**config.mk**
```make
export PLATFORM = sky130hd
export DESIGN_NAME = ccm_regs
export DESIGN_NICKNAME = d
export VERILOG_FILES = /design/src/ccm_pkg.sv /design/src/ccm_regs.sv /design/src/ccm_tick_div.sv
export SDC_FILE = /design/constraint.sdc
export NUM_CORES = 1
export LEC_CHECK = 0
export BUFFER_PORTS_ARGS = -buffer_cell sky130_fd_sc_hd__buf_2
export CAP_MARGIN = 40
export CORE_ASPECT_RATIO = 1.2
export CORE_UTILIZATION = 45
export CTS_BUF_LIST = sky130_fd_sc_hd__clkbuf_4 sky130_fd_sc_hd__clkbuf_8 sky130_fd_sc_hd__clkbuf_16
export DETAILED_ROUTE_END_ITERATION = 10
export MAX_ROUTING_LAYER = met4
export PLACE_DENSITY_LB_ADDON = 0.12
export SYNTH_ARGS = -nofsm -noshare
export SYNTH_HDL_FRONTEND = slang
export SYNTH_SLANG_ARGS = --single-unit
```
**constraint.sdc**
```tcl
create_clock -name core_clk_in -period 5.2 [get_ports core_clk_in]
set_input_delay 0.52 -clock core_clk_in [delete_from_list [all_inputs] [get_ports core_clk_in]]
set_output_delay 0.52 -clock core_clk_in [all_outputs]
set_load 0.02 [all_outputs]
```
**src/ccm_pkg.sv**
```systemverilog
// Purpose: constants and decode helpers for the codec clock divider and mixer register bank
// Assumes: Wishbone register index = printed offset, byte address = 4 * index
// Notes: all divider figures are counts of the clock that feeds each divider
//
// Overview of operation
// - Debounce divider code picks reference divide 256,2048,...,65536,131072.
// - Pin clock divider code picks system clock divide 1,2,3,4,6,8,12,16.
// - Timeout divider code picks reference divide 256 up to 32768.
// - Reference divider field is writable only under the key, resets 47, divides by n+1.
// - Reference divider changes only after the security key is written.
// - Left mute bit 3, right mute bit 2, one mutes, both reset zero.
// - Left mixer enabled by its bit 1 or the left input path enable.
// - Right mixer enabled by its bit 0 or the right input path enable.
// - Left second-input gain bits 8:6, reset 101, -12dB to +6dB in 3dB.
// - Left third-input gain bits 2:0, same decode and reset as second input.
// - Left amplifier gain bits 5:3 decode 0,6,13,18,20,24,27,29 dB.
// - Right second-input gain bits 8:6, reset 101, same 3dB decode.
// - Right amplifier gain bits 5:3 decode 0,6,13,18,20,24,27,29 dB.
// - Right third-input gain bits 2:0, reset 101, same 3dB decode.
// - Left selects: second input bit 5, third bit 4, amplifier bit 3 resets one.
// - Right selects: second input bit 2, third bit 1, amplifier bit 0 resets one.
// - Input path enable turns on that side's amplifier and mixer.
// - Divided clock reaches the pin only while the pin clock enable is one.

package ccm_pkg;

	localparam logic [7:0] IDX_CLOCK_DIVIDER_CONFIG = 8'h1e;
	localparam logic [7:0] IDX_INPUT_MIXER_CONTROL = 8'h1f;
	localparam logic [7:0] IDX_LEFT_MIXER_GAINS = 8'h20;
	localparam logic [7:0] IDX_RIGHT_MIXER_GAINS = 8'h21;
	localparam logic [7:0] IDX_MIXER_SOURCE_SELECT = 8'h22;
	localparam logic [7:0] IDX_SECURITY_KEY = 8'h40;

	localparam int DBDIV_LSB = 13;
	localparam int PINDIV_LSB = 10;
	localparam int TODIV_LSB = 7;
	localparam int REFDIV_LSB = 1;
	localparam int LMUTE_BIT = 3;
	localparam int RMUTE_BIT = 2;
	localparam int LEN_BIT = 1;
	localparam int REN_BIT = 0;
	localparam int SECOND_GAIN_LSB = 6;
	localparam int AMP_GAIN_LSB = 3;
	localparam int THIRD_GAIN_LSB = 0;
	localparam int LSEL_SECOND_BIT = 5;
	localparam int LSEL_THIRD_BIT = 4;
	localparam int LSEL_AMP_BIT = 3;
	localparam int RSEL_SECOND_BIT = 2;
	localparam int RSEL_THIRD_BIT = 1;
	localparam int RSEL_AMP_BIT = 0;

	localparam logic [5:0] REFDIV_RESET = 6'h2f;
	localparam logic [15:0] CLKCFG_RESET = 16'h005e;
	localparam logic [15:0] MIXCTL_RESET = 16'h0000;
	localparam logic [15:0] GAINS_RESET = 16'h0145;
	localparam logic [15:0] SELECT_RESET = 16'h0009;
	localparam logic [15:0] CLKCFG_MASK = 16'hfffe;
	localparam logic [15:0] REFDIV_MASK = 16'h007e;
	localparam logic [15:0] MIXCTL_MASK = 16'h000f;
	localparam logic [15:0] GAINS_MASK = 16'h01ff;
	localparam logic [15:0] SELECT_MASK = 16'h003f;
	// Arbitrary key value
	localparam logic [15:0] KEY_VALUE = 16'h5a3c;

	function automatic logic [17:0] debounce_period(input logic [2:0] code);
		case (code)
			3'h0: debounce_period = 18'h0_0100;
			3'h1: debounce_period = 18'h0_0800;
			3'h2: debounce_period = 18'h0_1000;
			3'h3: debounce_period = 18'h0_2000;
			3'h4: debounce_period = 18'h0_4000;
			3'h5: debounce_period = 18'h0_8000;
			3'h6: debounce_period = 18'h1_0000;
			default: debounce_period = 18'h2_0000;
		endcase
	endfunction

	function automatic logic [17:0] timeout_period(input logic [2:0] code);
		timeout_period = 18'h0_0100 << code;
	endfunction

	function automatic logic [4:0] pin_period(input logic [2:0] code);
		case (code)
			3'h0: pin_period = 5'h01;
			3'h1: pin_period = 5'h02;
			3'h2: pin_period = 5'h03;
			3'h3: pin_period = 5'h04;
			3'h4: pin_period = 5'h06;
			3'h5: pin_period = 5'h08;
			3'h6: pin_period = 5'h0c;
			default: pin_period = 5'h10;
		endcase
	endfunction

	// Signed dB for the second and third input paths
	function automatic logic signed [5:0] input_gain_db(input logic [2:0] code);
		if (code <= 3'h1) begin
			input_gain_db = -6'sd12;
		end else begin
			input_gain_db = 6'(3 * int'(code) - 15);
		end
	endfunction

	function automatic logic signed [5:0] amp_gain_db(input logic [2:0] code);
		case (code)
			3'h0: amp_gain_db = 6'sd0;
			3'h1: amp_gain_db = 6'sd6;
			3'h2: amp_gain_db = 6'sd13;
			3'h3: amp_gain_db = 6'sd18;
			3'h4: amp_gain_db = 6'sd20;
			3'h5: amp_gain_db = 6'sd24;
			3'h6: amp_gain_db = 6'sd27;
			default: amp_gain_db = 6'sd29;
		endcase
	endfunction

endpackage

```
**src/ccm_regs.sv**
```systemverilog
// Purpose: clock divider and input mixer register bank on a classic Wishbone slave
// Assumes: core_clk_in is the system clock; path and pin enables come from same-clock logic
// Notes: every access is answered one cycle after it is taken; unmapped reads return zero
`timescale 1ns/1ps
`default_nettype none

module ccm_regs (
	// Clock and reset
	input wire logic core_clk_in,
	input wire logic rst_n_in,
	// Wishbone slave
	input wire logic wb_cyc_in,
	input wire logic wb_stb_in,
	input wire logic wb_we_in,
	input wire logic [9:0] wb_adr_in,
	input wire logic [3:0] wb_sel_in,
	input wire logic [31:0] wb_dat_in,
	output logic [31:0] wb_dat_out,
	output logic wb_ack_out,
	// Enables from the power control bank
	input wire logic left_input_path_enable_in,
	input wire logic right_input_path_enable_in,
	input wire logic pin_clock_output_enable_in,
	// Divided clocks
	output logic reference_clock_tick_out,
	output logic debounce_clock_out,
	output logic timeout_clock_out,
	output logic pin_clock_out,
	output logic pin_clock_oe_out,
	// Left mixer
	output logic left_amp_enable_out,
	output logic left_mixer_enable_out,
	output logic left_mixer_mute_out,
	output logic left_second_input_select_out,
	output logic left_third_input_select_out,
	output logic left_amp_select_out,
	output logic signed [5:0] left_second_input_gain_out,
	output logic signed [5:0] left_amp_to_mixer_gain_out,
	output logic signed [5:0] left_third_input_gain_out,
	// Right mixer
	output logic right_amp_enable_out,
	output logic right_mixer_enable_out,
	output logic right_mixer_mute_out,
	output logic right_second_input_select_out,
	output logic right_third_input_select_out,
	output logic right_amp_select_out,
	output logic signed [5:0] right_second_input_gain_out,
	output logic signed [5:0] right_amp_to_mixer_gain_out,
	output logic signed [5:0] right_third_input_gain_out
);

	////////////////////////////////////////////////////////////////////////////////
	// Reset release

	logic rst_meta_reg;
	logic rst_sync_reg;
	logic rst_n;

	always_ff @(posedge core_clk_in or negedge rst_n_in) begin
		if (!rst_n_in) begin
			rst_meta_reg <= 1'b0;
			rst_sync_reg <= 1'b0;
		end else begin
			rst_meta_reg <= 1'b1;
			rst_sync_reg <= rst_meta_reg;
		end
	end

	assign rst_n = rst_sync_reg;

	////////////////////////////////////////////////////////////////////////////////
	// Bus slave and register file

	logic [15:0] clkcfg_reg;
	logic [15:0] clkcfg_next;
	logic [15:0] mixctl_reg;
	logic [15:0] mixctl_next;
	logic [15:0] lgain_reg;
	logic [15:0] lgain_next;
	logic [15:0] rgain_reg;
	logic [15:0] rgain_next;
	logic [15:0] select_reg;
	logic [15:0] select_next;
	logic key_open_reg;
	logic key_open_next;
	logic ack_reg;
	logic ack_next;
	logic [31:0] rdata_reg;
	logic [31:0] rdata_next;

	logic req;
	logic wr_commit;
	logic [7:0] idx;
	logic [15:0] wmask;
	logic [15:0] wdata;

	assign req = wb_cyc_in && wb_stb_in;
	// Writes land on the edge where the master sees ack, never earlier
	assign wr_commit = req && wb_we_in && ack_reg;
	assign idx = wb_adr_in[9:2];
	assign wmask = {{8{wb_sel_in[1]}}, {8{wb_sel_in[0]}}};
	assign wdata = wb_dat_in[15:0];

	function automatic logic [15:0] merge(input logic [15:0] old, input logic [15:0] keep_mask,
		input logic [15:0] lanes, input logic [15:0] data);
		merge = ((old & ~lanes) | (data & lanes)) & keep_mask;
	endfunction

	always_comb begin
		clkcfg_next = clkcfg_reg;
		mixctl_next = mixctl_reg;
		lgain_next = lgain_reg;
		rgain_next = rgain_reg;
		select_next = select_reg;
		key_open_next = key_open_reg;
		ack_next = req && !ack_reg;
		rdata_next = 32'h0000_0000;
		if (req && !ack_reg && !wb_we_in) begin
			case (idx)
				ccm_pkg::IDX_CLOCK_DIVIDER_CONFIG: rdata_next = {16'h0000, clkcfg_reg};
				ccm_pkg::IDX_INPUT_MIXER_CONTROL: rdata_next = {16'h0000, mixctl_reg};
				ccm_pkg::IDX_LEFT_MIXER_GAINS: rdata_next = {16'h0000, lgain_reg};
				ccm_pkg::IDX_RIGHT_MIXER_GAINS: rdata_next = {16'h0000, rgain_reg};
				ccm_pkg::IDX_MIXER_SOURCE_SELECT: rdata_next = {16'h0000, select_reg};
				ccm_pkg::IDX_SECURITY_KEY: rdata_next = {31'h0000_0000, key_open_reg};
				default: rdata_next = 32'h0000_0000;
			endcase
		end
		if (wr_commit) begin
			case (idx)
				ccm_pkg::IDX_CLOCK_DIVIDER_CONFIG: begin
					// Divider field is kept unless the key is open
					if (key_open_reg) begin
						clkcfg_next = merge(clkcfg_reg, ccm_pkg::CLKCFG_MASK, wmask, wdata);
					end else begin
						clkcfg_next = merge(clkcfg_reg, ccm_pkg::CLKCFG_MASK & ~ccm_pkg::REFDIV_MASK,
							wmask, wdata) | (clkcfg_reg & ccm_pkg::REFDIV_MASK);
					end
				end
				ccm_pkg::IDX_INPUT_MIXER_CONTROL: begin
					mixctl_next = merge(mixctl_reg, ccm_pkg::MIXCTL_MASK, wmask, wdata);
				end
				ccm_pkg::IDX_LEFT_MIXER_GAINS: begin
					lgain_next = merge(lgain_reg, ccm_pkg::GAINS_MASK, wmask, wdata);
				end
				ccm_pkg::IDX_RIGHT_MIXER_GAINS: begin
					rgain_next = merge(rgain_reg, ccm_pkg::GAINS_MASK, wmask, wdata);
				end
				ccm_pkg::IDX_MIXER_SOURCE_SELECT: begin
					select_next = merge(select_reg, ccm_pkg::SELECT_MASK, wmask, wdata);
				end
				ccm_pkg::IDX_SECURITY_KEY: begin
					// A wrong value closes the key again
					if (wmask == 16'hffff) begin
						key_open_next = (wdata == ccm_pkg::KEY_VALUE);
					end
				end
				default: begin
				end
			endcase
		end
	end

	always_ff @(posedge core_clk_in or negedge rst_n) begin
		if (!rst_n) begin
			clkcfg_reg <= ccm_pkg::CLKCFG_RESET;
			mixctl_reg <= ccm_pkg::MIXCTL_RESET;
			lgain_reg <= ccm_pkg::GAINS_RESET;
			rgain_reg <= ccm_pkg::GAINS_RESET;
			select_reg <= ccm_pkg::SELECT_RESET;
			key_open_reg <= 1'b0;
			ack_reg <= 1'b0;
			rdata_reg <= 32'h0000_0000;
		end else begin
			clkcfg_reg <= clkcfg_next;
			mixctl_reg <= mixctl_next;
			lgain_reg <= lgain_next;
			rgain_reg <= rgain_next;
			select_reg <= select_next;
			key_open_reg <= key_open_next;
			ack_reg <= ack_next;
			rdata_reg <= rdata_next;
		end
	end

	assign wb_ack_out = ack_reg;
	assign wb_dat_out = rdata_reg;

	////////////////////////////////////////////////////////////////////////////////
	// Clock dividers, all as enables on the system clock

	logic [2:0] db_code;
	logic [2:0] pin_code;
	logic [2:0] to_code;
	logic [5:0] ref_code;
	logic ref_tick;
	logic db_tick;
	logic to_tick;
	logic [4:0] pin_period;
	logic [4:0] pin_count;

	assign db_code = clkcfg_reg[ccm_pkg::DBDIV_LSB +: 3];
	assign pin_code = clkcfg_reg[ccm_pkg::PINDIV_LSB +: 3];
	assign to_code = clkcfg_reg[ccm_pkg::TODIV_LSB +: 3];
	assign ref_code = clkcfg_reg[ccm_pkg::REFDIV_LSB +: 6];
	assign pin_period = ccm_pkg::pin_period(pin_code);

	ccm_tick_div #(.W(7)) u_ref_div (
		.clk_in(core_clk_in),
		.rst_n_in(rst_n),
		.en_in(1'b1),
		.period_in({1'b0, ref_code} + 7'h01),
		.tick_out(ref_tick),
		.count_out()
	);

	ccm_tick_div #(.W(18)) u_debounce_div (
		.clk_in(core_clk_in),
		.rst_n_in(rst_n),
		.en_in(ref_tick),
		.period_in(ccm_pkg::debounce_period(db_code)),
		.tick_out(db_tick),
		.count_out()
	);

	ccm_tick_div #(.W(18)) u_timeout_div (
		.clk_in(core_clk_in),
		.rst_n_in(rst_n),
		.en_in(ref_tick),
		.period_in(ccm_pkg::timeout_period(to_code)),
		.tick_out(to_tick),
		.count_out()
	);

	ccm_tick_div #(.W(5)) u_pin_div (
		.clk_in(core_clk_in),
		.rst_n_in(rst_n),
		.en_in(1'b1),
		.period_in(pin_period),
		.tick_out(),
		.count_out(pin_count)
	);

	assign reference_clock_tick_out = ref_tick;
	assign debounce_clock_out = db_tick;
	assign timeout_clock_out = to_tick;

	////////////////////////////////////////////////////////////////////////////////
	// Registered outputs

	logic pin_level_reg;
	logic pin_level_next;
	logic pin_oe_reg;
	logic pin_oe_next;
	logic [3:0] en_reg;
	logic [3:0] en_next;

	always_comb begin
		pin_oe_next = pin_clock_output_enable_in;
		pin_level_next = 1'b0;
		// Divide by one would need the clock itself; a flop can only give half of it
		if (pin_clock_output_enable_in) begin
			if (pin_period == 5'h01) begin
				pin_level_next = !pin_level_reg;
			end else begin
				pin_level_next = ({pin_count, 1'b0} < {1'b0, pin_period});
			end
		end
		en_next[0] = left_input_path_enable_in;
		en_next[1] = mixctl_reg[ccm_pkg::LEN_BIT] | left_input_path_enable_in;
		en_next[2] = right_input_path_enable_in;
		en_next[3] = mixctl_reg[ccm_pkg::REN_BIT] | right_input_path_enable_in;
	end

	always_ff @(posedge core_clk_in or negedge rst_n) begin
		if (!rst_n) begin
			pin_level_reg <= 1'b0;
			pin_oe_reg <= 1'b0;
			en_reg <= 4'h0;
		end else begin
			pin_level_reg <= pin_level_next;
			pin_oe_reg <= pin_oe_next;
			en_reg <= en_next;
		end
	end

	assign pin_clock_out = pin_level_reg;
	assign pin_clock_oe_out = pin_oe_reg;
	assign left_amp_enable_out = en_reg[0];
	assign left_mixer_enable_out = en_reg[1];
	assign right_amp_enable_out = en_reg[2];
	assign right_mixer_enable_out = en_reg[3];

	// Mutes and selects are register bits; gains are decoded from register bits
	assign left_mixer_mute_out = mixctl_reg[ccm_pkg::LMUTE_BIT];
	assign right_mixer_mute_out = mixctl_reg[ccm_pkg::RMUTE_BIT];
	assign left_second_input_select_out = select_reg[ccm_pkg::LSEL_SECOND_BIT];
	assign left_third_input_select_out = select_reg[ccm_pkg::LSEL_THIRD_BIT];
	assign left_amp_select_out = select_reg[ccm_pkg::LSEL_AMP_BIT];
	assign right_second_input_select_out = select_reg[ccm_pkg::RSEL_SECOND_BIT];
	assign right_third_input_select_out = select_reg[ccm_pkg::RSEL_THIRD_BIT];
	assign right_amp_select_out = select_reg[ccm_pkg::RSEL_AMP_BIT];

	logic [35:0] gain_reg;
	logic [35:0] gain_next;

	always_comb begin
		gain_next[35:30] = ccm_pkg::input_gain_db(lgain_reg[ccm_pkg::SECOND_GAIN_LSB +: 3]);
		gain_next[29:24] = ccm_pkg::amp_gain_db(lgain_reg[ccm_pkg::AMP_GAIN_LSB +: 3]);
		gain_next[23:18] = ccm_pkg::input_gain_db(lgain_reg[ccm_pkg::THIRD_GAIN_LSB +: 3]);
		gain_next[17:12] = ccm_pkg::input_gain_db(rgain_reg[ccm_pkg::SECOND_GAIN_LSB +: 3]);
		gain_next[11:6] = ccm_pkg::amp_gain_db(rgain_reg[ccm_pkg::AMP_GAIN_LSB +: 3]);
		gain_next[5:0] = ccm_pkg::input_gain_db(rgain_reg[ccm_pkg::THIRD_GAIN_LSB +: 3]);
	end

	always_ff @(posedge core_clk_in or negedge rst_n) begin
		if (!rst_n) begin
			gain_reg <= 36'h0_0000_0000;
		end else begin
			gain_reg <= gain_next;
		end
	end

	assign left_second_input_gain_out = gain_reg[35:30];
	assign left_amp_to_mixer_gain_out = gain_reg[29:24];
	assign left_third_input_gain_out = gain_reg[23:18];
	assign right_second_input_gain_out = gain_reg[17:12];
	assign right_amp_to_mixer_gain_out = gain_reg[11:6];
	assign right_third_input_gain_out = gain_reg[5:0];
endmodule

`default_nettype wire

```
**src/ccm_tick_div.sv**
```systemverilog
// Purpose: free counter that emits a one-cycle tick every period_in advances
// Assumes: period_in of zero behaves as one
// Notes: a shrinking period wraps at once instead of running to the top
`timescale 1ns/1ps
`default_nettype none

module ccm_tick_div #(
	parameter int W = 18
) (
	// Clock and reset
	input wire logic clk_in,
	input wire logic rst_n_in,
	// Control
	input wire logic en_in,
	input wire logic [W-1:0] period_in,
	// Result
	output logic tick_out,
	output logic [W-1:0] count_out
);

	// Elaboration-time refusal of widths the counter cannot serve
	if (W < 2) begin
		$error("ccm_tick_div: W must be at least 2");
	end

	logic [W-1:0] count_reg;
	logic [W-1:0] count_next;
	logic tick_reg;
	logic tick_next;

	always_comb begin
		count_next = count_reg;
		tick_next = 1'b0;
		if (en_in) begin
			if ((count_reg + W'(1)) >= period_in) begin
				count_next = '0;
				tick_next = 1'b1;
			end else begin
				count_next = count_reg + W'(1);
			end
		end
	end

	always_ff @(posedge clk_in or negedge rst_n_in) begin
		if (!rst_n_in) begin
			count_reg <= '0;
			tick_reg <= 1'b0;
		end else begin
			count_reg <= count_next;
			tick_reg <= tick_next;
		end
	end

	assign tick_out = tick_reg;
	assign count_out = count_reg;

endmodule

`default_nettype wire

```
Word-level counts from Yosys, hierarchy flattened
Cells that the tools add are included.

Add/sub/neg operators: 9. Multipliers: 4. Order comparisons: 9. Eq/ne operators: 33. Shifts and indexed selects: 1. Muxes and demuxes: 22. Bitwise operators: 15. Reduce and logical (&&, ||, !) cells: 18.

Operators by type and width (number): $pmux W18 S7 (1); $pmux W5 S7 (3); $pmux W16 S6 (1); $add A18 B1 Y18 const B (2); $eq A3 B3 Y1 const B (12); $ge A18 B18 Y1 (2); $mux W18 (2); $and A16 B16 Y16 (2); $mux W16 (2); $eq A3 B2 Y1 const B (8); $eq A8 B6 Y1 const B (3); $mux W6 (4); $sub A5 B4 Y6 const B (4); $mul A2 B3 Y5 const A (4); $and A9 B9 Y9 (2); $or A9 B9 Y9 (2); $shl A9 B3 Y18 const A (1); $eq A16 B15 Y1 const B (1); $eq A16 B16 Y1 const B (1); $eq A8 B5 Y1 const B (2); $not A16 Y16 (1); $or A16 B16 Y16 (1); $or A16 B7 Y16 (1); $eq A3 B1 Y1 const B (4); 22 further kinds (45).

Register bits: 173. Input bits: 54. Output and inout bits: 86. Word-level logic and storage cells: 132.

Depth between registers and ports, before layout
Depth after elaboration: 5. Depth in mapped cells: 16. Depth with buffers taken out: 14.

Modules after synthesis
From an unflattened synthesis, not the netlist that was laid out.

Cells, all modules: 950. Area total of the unflattened synthesis: 9668.0 um2.

Modules (own cells, without submodules): ccm_regs (instances 1, cells each 463, area each 5293.8 um2, sequential area each 2596.2 um2); ccm_tick_div at u_debounce_div ... (instances 2, cells each 187, area each 1670.4 um2, sequential area each 475.5 um2); ccm_tick_div at u_ref_div (instances 1, cells each 68, area each 589.3 um2, sequential area each 200.2 um2); ccm_tick_div at u_pin_div (instances 1, cells each 45, area each 444.2 um2, sequential area each 150.1 um2).

Least setup slack after synthesis
Ideal clock, no wire load.

Path type: flip-flop to flip-flop. From: register u_timeout_div.count_reg[0], in the netlist u_timeout_div.count_out[0]. To: register u_timeout_div.count_reg[6], in the netlist u_timeout_div.count_out[6]. Library setup time: 0.082 ns. Arrival time: 3.074 ns. Required time: 5.118 ns. Slack: 2.044 ns. Stages on the path, launching flop included: 16. Path buffers: 1. Period minus slack after synthesis: 3.156 ns. Cells stage by stage: dfrtp_1 ha_1 and3_1 nand3_1 nor2_1 and3_1 and3_1 xor2_1 ha_1 a21o_1 a21o_1 a211o_1 nor2_2 nand2_1 buf_2 o22ai_1.

Cells in the longest elaborated chain, start to end: 3.

RTL lines: from (decl) (line ccm_tick_div.sv:26) `logic [W-1:0] count_reg;`; from (signal assigned) (line ccm_tick_div.sv:49) `count_reg <= count_next;`; $add A18 B1 Y18 * (line ccm_tick_div.sv:35, ccm_tick_div.sv:39); $ge A18 B18 Y1 (line ccm_tick_div.sv:35) `if ((count_reg + W'(1)) >= period_in) begin`; $mux W18 * (line ccm_tick_div.sv:35).

Mark *: on every way between the ends. The rest lies on a longest branch, timed or not. A chain may end at the register's enable or synchronous reset.

Worst setup path in the final report
From: register u_timeout_div.count_reg[0], in the netlist u_timeout_div.count_out[0]. To: register u_timeout_div.count_reg[4], in the netlist u_timeout_div.count_out[4].

The elaborated chain is that of the path after synthesis.

==> PnR_summary.wiki <==
{| class="wikitable"
! Metric !! Value
|-
| Outcome || complete, no violations
|-
| Crit-path max FO || 12
|-
| Largest net degree at the start of global routing || 65
|-
| Reg2Reg Setup Slack || 1.37 ns
|-
| Critical path launch point || u_timeout_div.count_out[0]$_DFFE_PN0P_
|-
| Mapped cell area || 8560 um2
|-
| Gates resized, CTS repair || 0
|-
| Maxcap violations || 0
|-
| Global-route usage over all layers || 0.215
|-
| Min Tclk post-route || 3.83 ns
|-
| Crit Reg-Reg Startpoint || u_timeout_div.count_out[0]$_DFFE_PN0P_
|-
| Ordered list of cells on the worst path || ha_1, and3_1, nand3_1, nor2_1, and3_1, and3_1, xor2_1, ha_1, a21o_1, a21o_1, a211o_1, nor2_2, nand2_1, o31ai_1
|-
| Overall die area || 19600 um2
|-
| Timing-limited maximum frequency || 261 MHz
|-
| Routability congestion estimate from global placement || 0.827
|-
| Worst IR Drop VDD || 0.214 mV
|-
| Clock Latency Late Sink || 0.43 ns
|-
| Most crowded layer after global routing || met2
|-
| Startpoint type of the worst setup path || register
|-
| Async set-or-reset flop fraction in the synthesized netlist || 1.00
|-
| Kind of end point of the critical path || register
|-
| Initial standard-cell utilization of the core || 0.466
|-
| Per-instance average area after synthesis || 10.5 um2
|-
| Clock tree from TritonCTS || yes
|-
| CP dominant cell by count || sky130_fd_sc_hd__and3_1
|-
| Area growth, synth to finish || 14.7%
|-
| Met2 Use GR || 0.360
|-
| Overall power consumption || 2900 uW
|-
| DRC violation count after routing || 0
|-
| Count of pins over their slew limit || 0
|-
| Arrival time of the worst setup path || 4.16 ns
|-
| Leakage power figure || 0.00483 uW
|-
| Gate Count Post-Synth || 815
|-
| Number of primary I/O pins || 140
|-
| Cell family with the largest share of critical-path delay || simple AND/OR/NAND/NOR gates
|-
| Number of failing setup endpoints in the final timing report || 0
|-
| Final Skew || 0.00746 ns
|-
| Cell with the biggest individual delay on the critical path || sky130_fd_sc_hd__dfrtp_1
|-
| Routed wirelength normalized by instance count || 16.1 um
|-
| Critical path's largest stage delay || 0.41 ns
|-
| Global routing met1 resource utilization || 0.266
|-
| Worst slew margin relative to its limit || 0.452
|-
| Die span in y || 153 um
|-
| Root buf cell || sky130_fd_sc_hd__clkbuf_16
|-
| Number of register bits inferred by synthesis || 154
|-
| Count of nets left with antenna violations after detail routing || 0
|-
| Num rows || 54
|-
| Width of the chip || 128 um
|-
| Number of enable flip-flop cells after synthesis || 0
|-
| Setup repair after global routing missed its margin || false
|-
| Fin worst setup slack || 1.37 ns
|-
| Number of global-route vias before repair || 6487
|-
| Post-CTS Setup Bufs || 0
|-
| CTS H-Tree Depth || 4
|-
| Total wire length after detailed routing || 18900 um
|-
| Crit share post-route || 0.737
|-
| Cell type contributing the most total cell area after synthesis || sky130_fd_sc_hd__dfrtp_1
|-
| Worst Path Buf+Inv || 0
|-
| Number of detailed-routing iterations run before antenna repair || 5
|-
| Hold wc startpoint || left_input_path_enable_in
|-
| Total count of hold-check failures in the final report || 0
|-
| Prevailing post-synth register cell || sky130_fd_sc_hd__dfrtp_1
|-
| Slew at the pin with the worst max-slew slack || 0.819 ns
|-
| Wire length of the first global-routing pass || 32400 um
|-
| Proportion of netlist area held by the largest area contributor || 0.407
|-
| GR Layer Usage met3 || 0.0336
|-
| Critical Setup Path Class || register to register
|-
| Violation count after the first detailed-routing iteration || 302
|-
| Clock slew at reported path FFs || 0.06 ns
|-
| Clock sink count || 154
|-
| Clock tree buffer depth || 2
|-
| Fraction of final layout cells with drive strength greater than 1 || 0.244
|-
| Port Buffer Count || 101
|-
| Antenna violations before repair || 1
|-
| Worst slack after detailed placement || 1.42 ns
|-
| Critical path data required time || 5.53 ns
|-
| Areal power density over the cells || 295 nW/um2
|-
| Clock buffer count from CTS || 17
|-
| Total Neg Setup Slack || 0 ns
|-
| Library cells used by synthesis || 70
|-
| Area contributors post-synth || sky130_fd_sc_hd__dfrtp_1, sky130_fd_sc_hd__ha_1, sky130_fd_sc_hd__mux2_2, sky130_fd_sc_hd__dfstp_2, sky130_fd_sc_hd__o21ai_0
|-
| Vias/cell || 5.34
|-
| Count of vias placed by the detailed router || 6284
|-
| Net count reported at finish || 1040
|-
| Sequential share of the synthesized area || 0.453
|-
| GRT overflow || 0
|-
| Core footprint || 18400 um2
|-
| Half-perimeter wire length after placement || 13900 um
|-
| Yosys Warn Count || 0
|-
| Class of the tightest hold or removal check || input port to register
|}
what timing repair did:
action / CTS / global route
hold endpoints to repair: 2 / 0
hold buffers: 1 / 0
setup endpoints to repair: 0 / 0
per-stage QoR:
stage	hold slack (ns)	instances	util	instance area, um2
2_1_floorplan	0.224	832	-	8620
3_3_place_gp	0.305	1140	0.499	9170
3_5_place_dp	0.283	1143	0.501	9200
4_1_cts	0.194	1176	0.534	9810
5_1_grt	0.191	1177	0.534	9810
6_report	0.212	1177	0.534	9810
cells in the mapped netlist (7+ instances only):
cell	number
sky130_fd_sc_hd__dfstp_2	15
sky130_fd_sc_hd__and2_1	9
sky130_fd_sc_hd__buf_4	20
sky130_fd_sc_hd__a21oi_1	18
sky130_fd_sc_hd__inv_1	33
sky130_fd_sc_hd__xor2_1	15
sky130_fd_sc_hd__mux2_2	41
sky130_fd_sc_hd__nand4_1	9
sky130_fd_sc_hd__mux2i_1	7
sky130_fd_sc_hd__o21ai_0	51
sky130_fd_sc_hd__nand2b_1	8
sky130_fd_sc_hd__or2_2	9
sky130_fd_sc_hd__o21a_1	7
sky130_fd_sc_hd__dfrtp_1	139
sky130_fd_sc_hd__clkbuf_1	22
sky130_fd_sc_hd__nand3b_1	8
sky130_fd_sc_hd__ha_1	71
sky130_fd_sc_hd__nor2b_1	20
sky130_fd_sc_hd__a22o_1	7
sky130_fd_sc_hd__nand3_1	35
sky130_fd_sc_hd__nor2_1	45
sky130_fd_sc_hd__nor4_1	8
sky130_fd_sc_hd__nor3_1	18
sky130_fd_sc_hd__or3_1	7
sky130_fd_sc_hd__a21o_1	11
sky130_fd_sc_hd__and3_1	27
sky130_fd_sc_hd__nand2_1	55
sky130_fd_sc_hd__xnor2_1	22
layout make-up:
cell class              count  area, um2
diodes                      1       2.50
fillers                  1664       8570
well taps                 252        315
clock inverters            14        163
multi-input cells         595       4310
repair buffers            110        583
flip-flops and latches    154       3880
inverters                  33        124
clock buffers              18        433
power by group:
group,leakage (uW),internal [uW],switching [uW]
Clock,0.000285,725,532
Combinational,0.00261,131,165
Sequential,0.00194,1260,89.1
logic make-up after synthesis:
kind of cell | Yosys count | synth area share
multiplexers | 48 | 0.0622
flip-flops | 154 | 0.453
AO/OA/AOI/OAI | 135 | 0.104
other | 2 | 0.000878
buffers and inverters | 83 | 0.0513
XOR/XNOR | 37 | 0.0379
AND/OR/NAND/NOR | 281 | 0.178
adder cells (fa/ha/maj) | 75 | 0.113
final timing paths:
check | to | cells past startpoint
max | u_timeout_div.count_out[4]$_DFFE_PN0P_ | 14
min | en_reg[0]$_DFF_PN0_ | 1
max reg2reg | u_timeout_div.count_out[4]$_DFFE_PN0P_ | 14
min reg2reg | en_reg[1]$_DFF_PN0_ | 0
max in group asynchronous | u_timeout_div.count_out[7]$_DFFE_PN0P_ | 2
min in group asynchronous | en_reg[1]$_DFF_PN0_ | 0
per-layer routing:
layer	up-vias	wire length [um]
met2	121	9560
li1	3024	-
met5	-	0
met4	0	244
met1	3120	8580
met3	19	519
placed cells by master (no fill, tap or decap), drive strengths merged, types with 10 or more instances in the layout:
cell type and count:
ha 71, buf 109, a21oi 18, o21ai 53, nand3 36, nor2 46
xnor2 22, clkbuf 18, and3 29, and2 10, xor2 15, a21o 11
nor2b 20, conb 19, nor3 18, dfrtp 139, mux2 41, dfstp 15
nand2 56, inv 39
(Power assumes the default switching activity.)
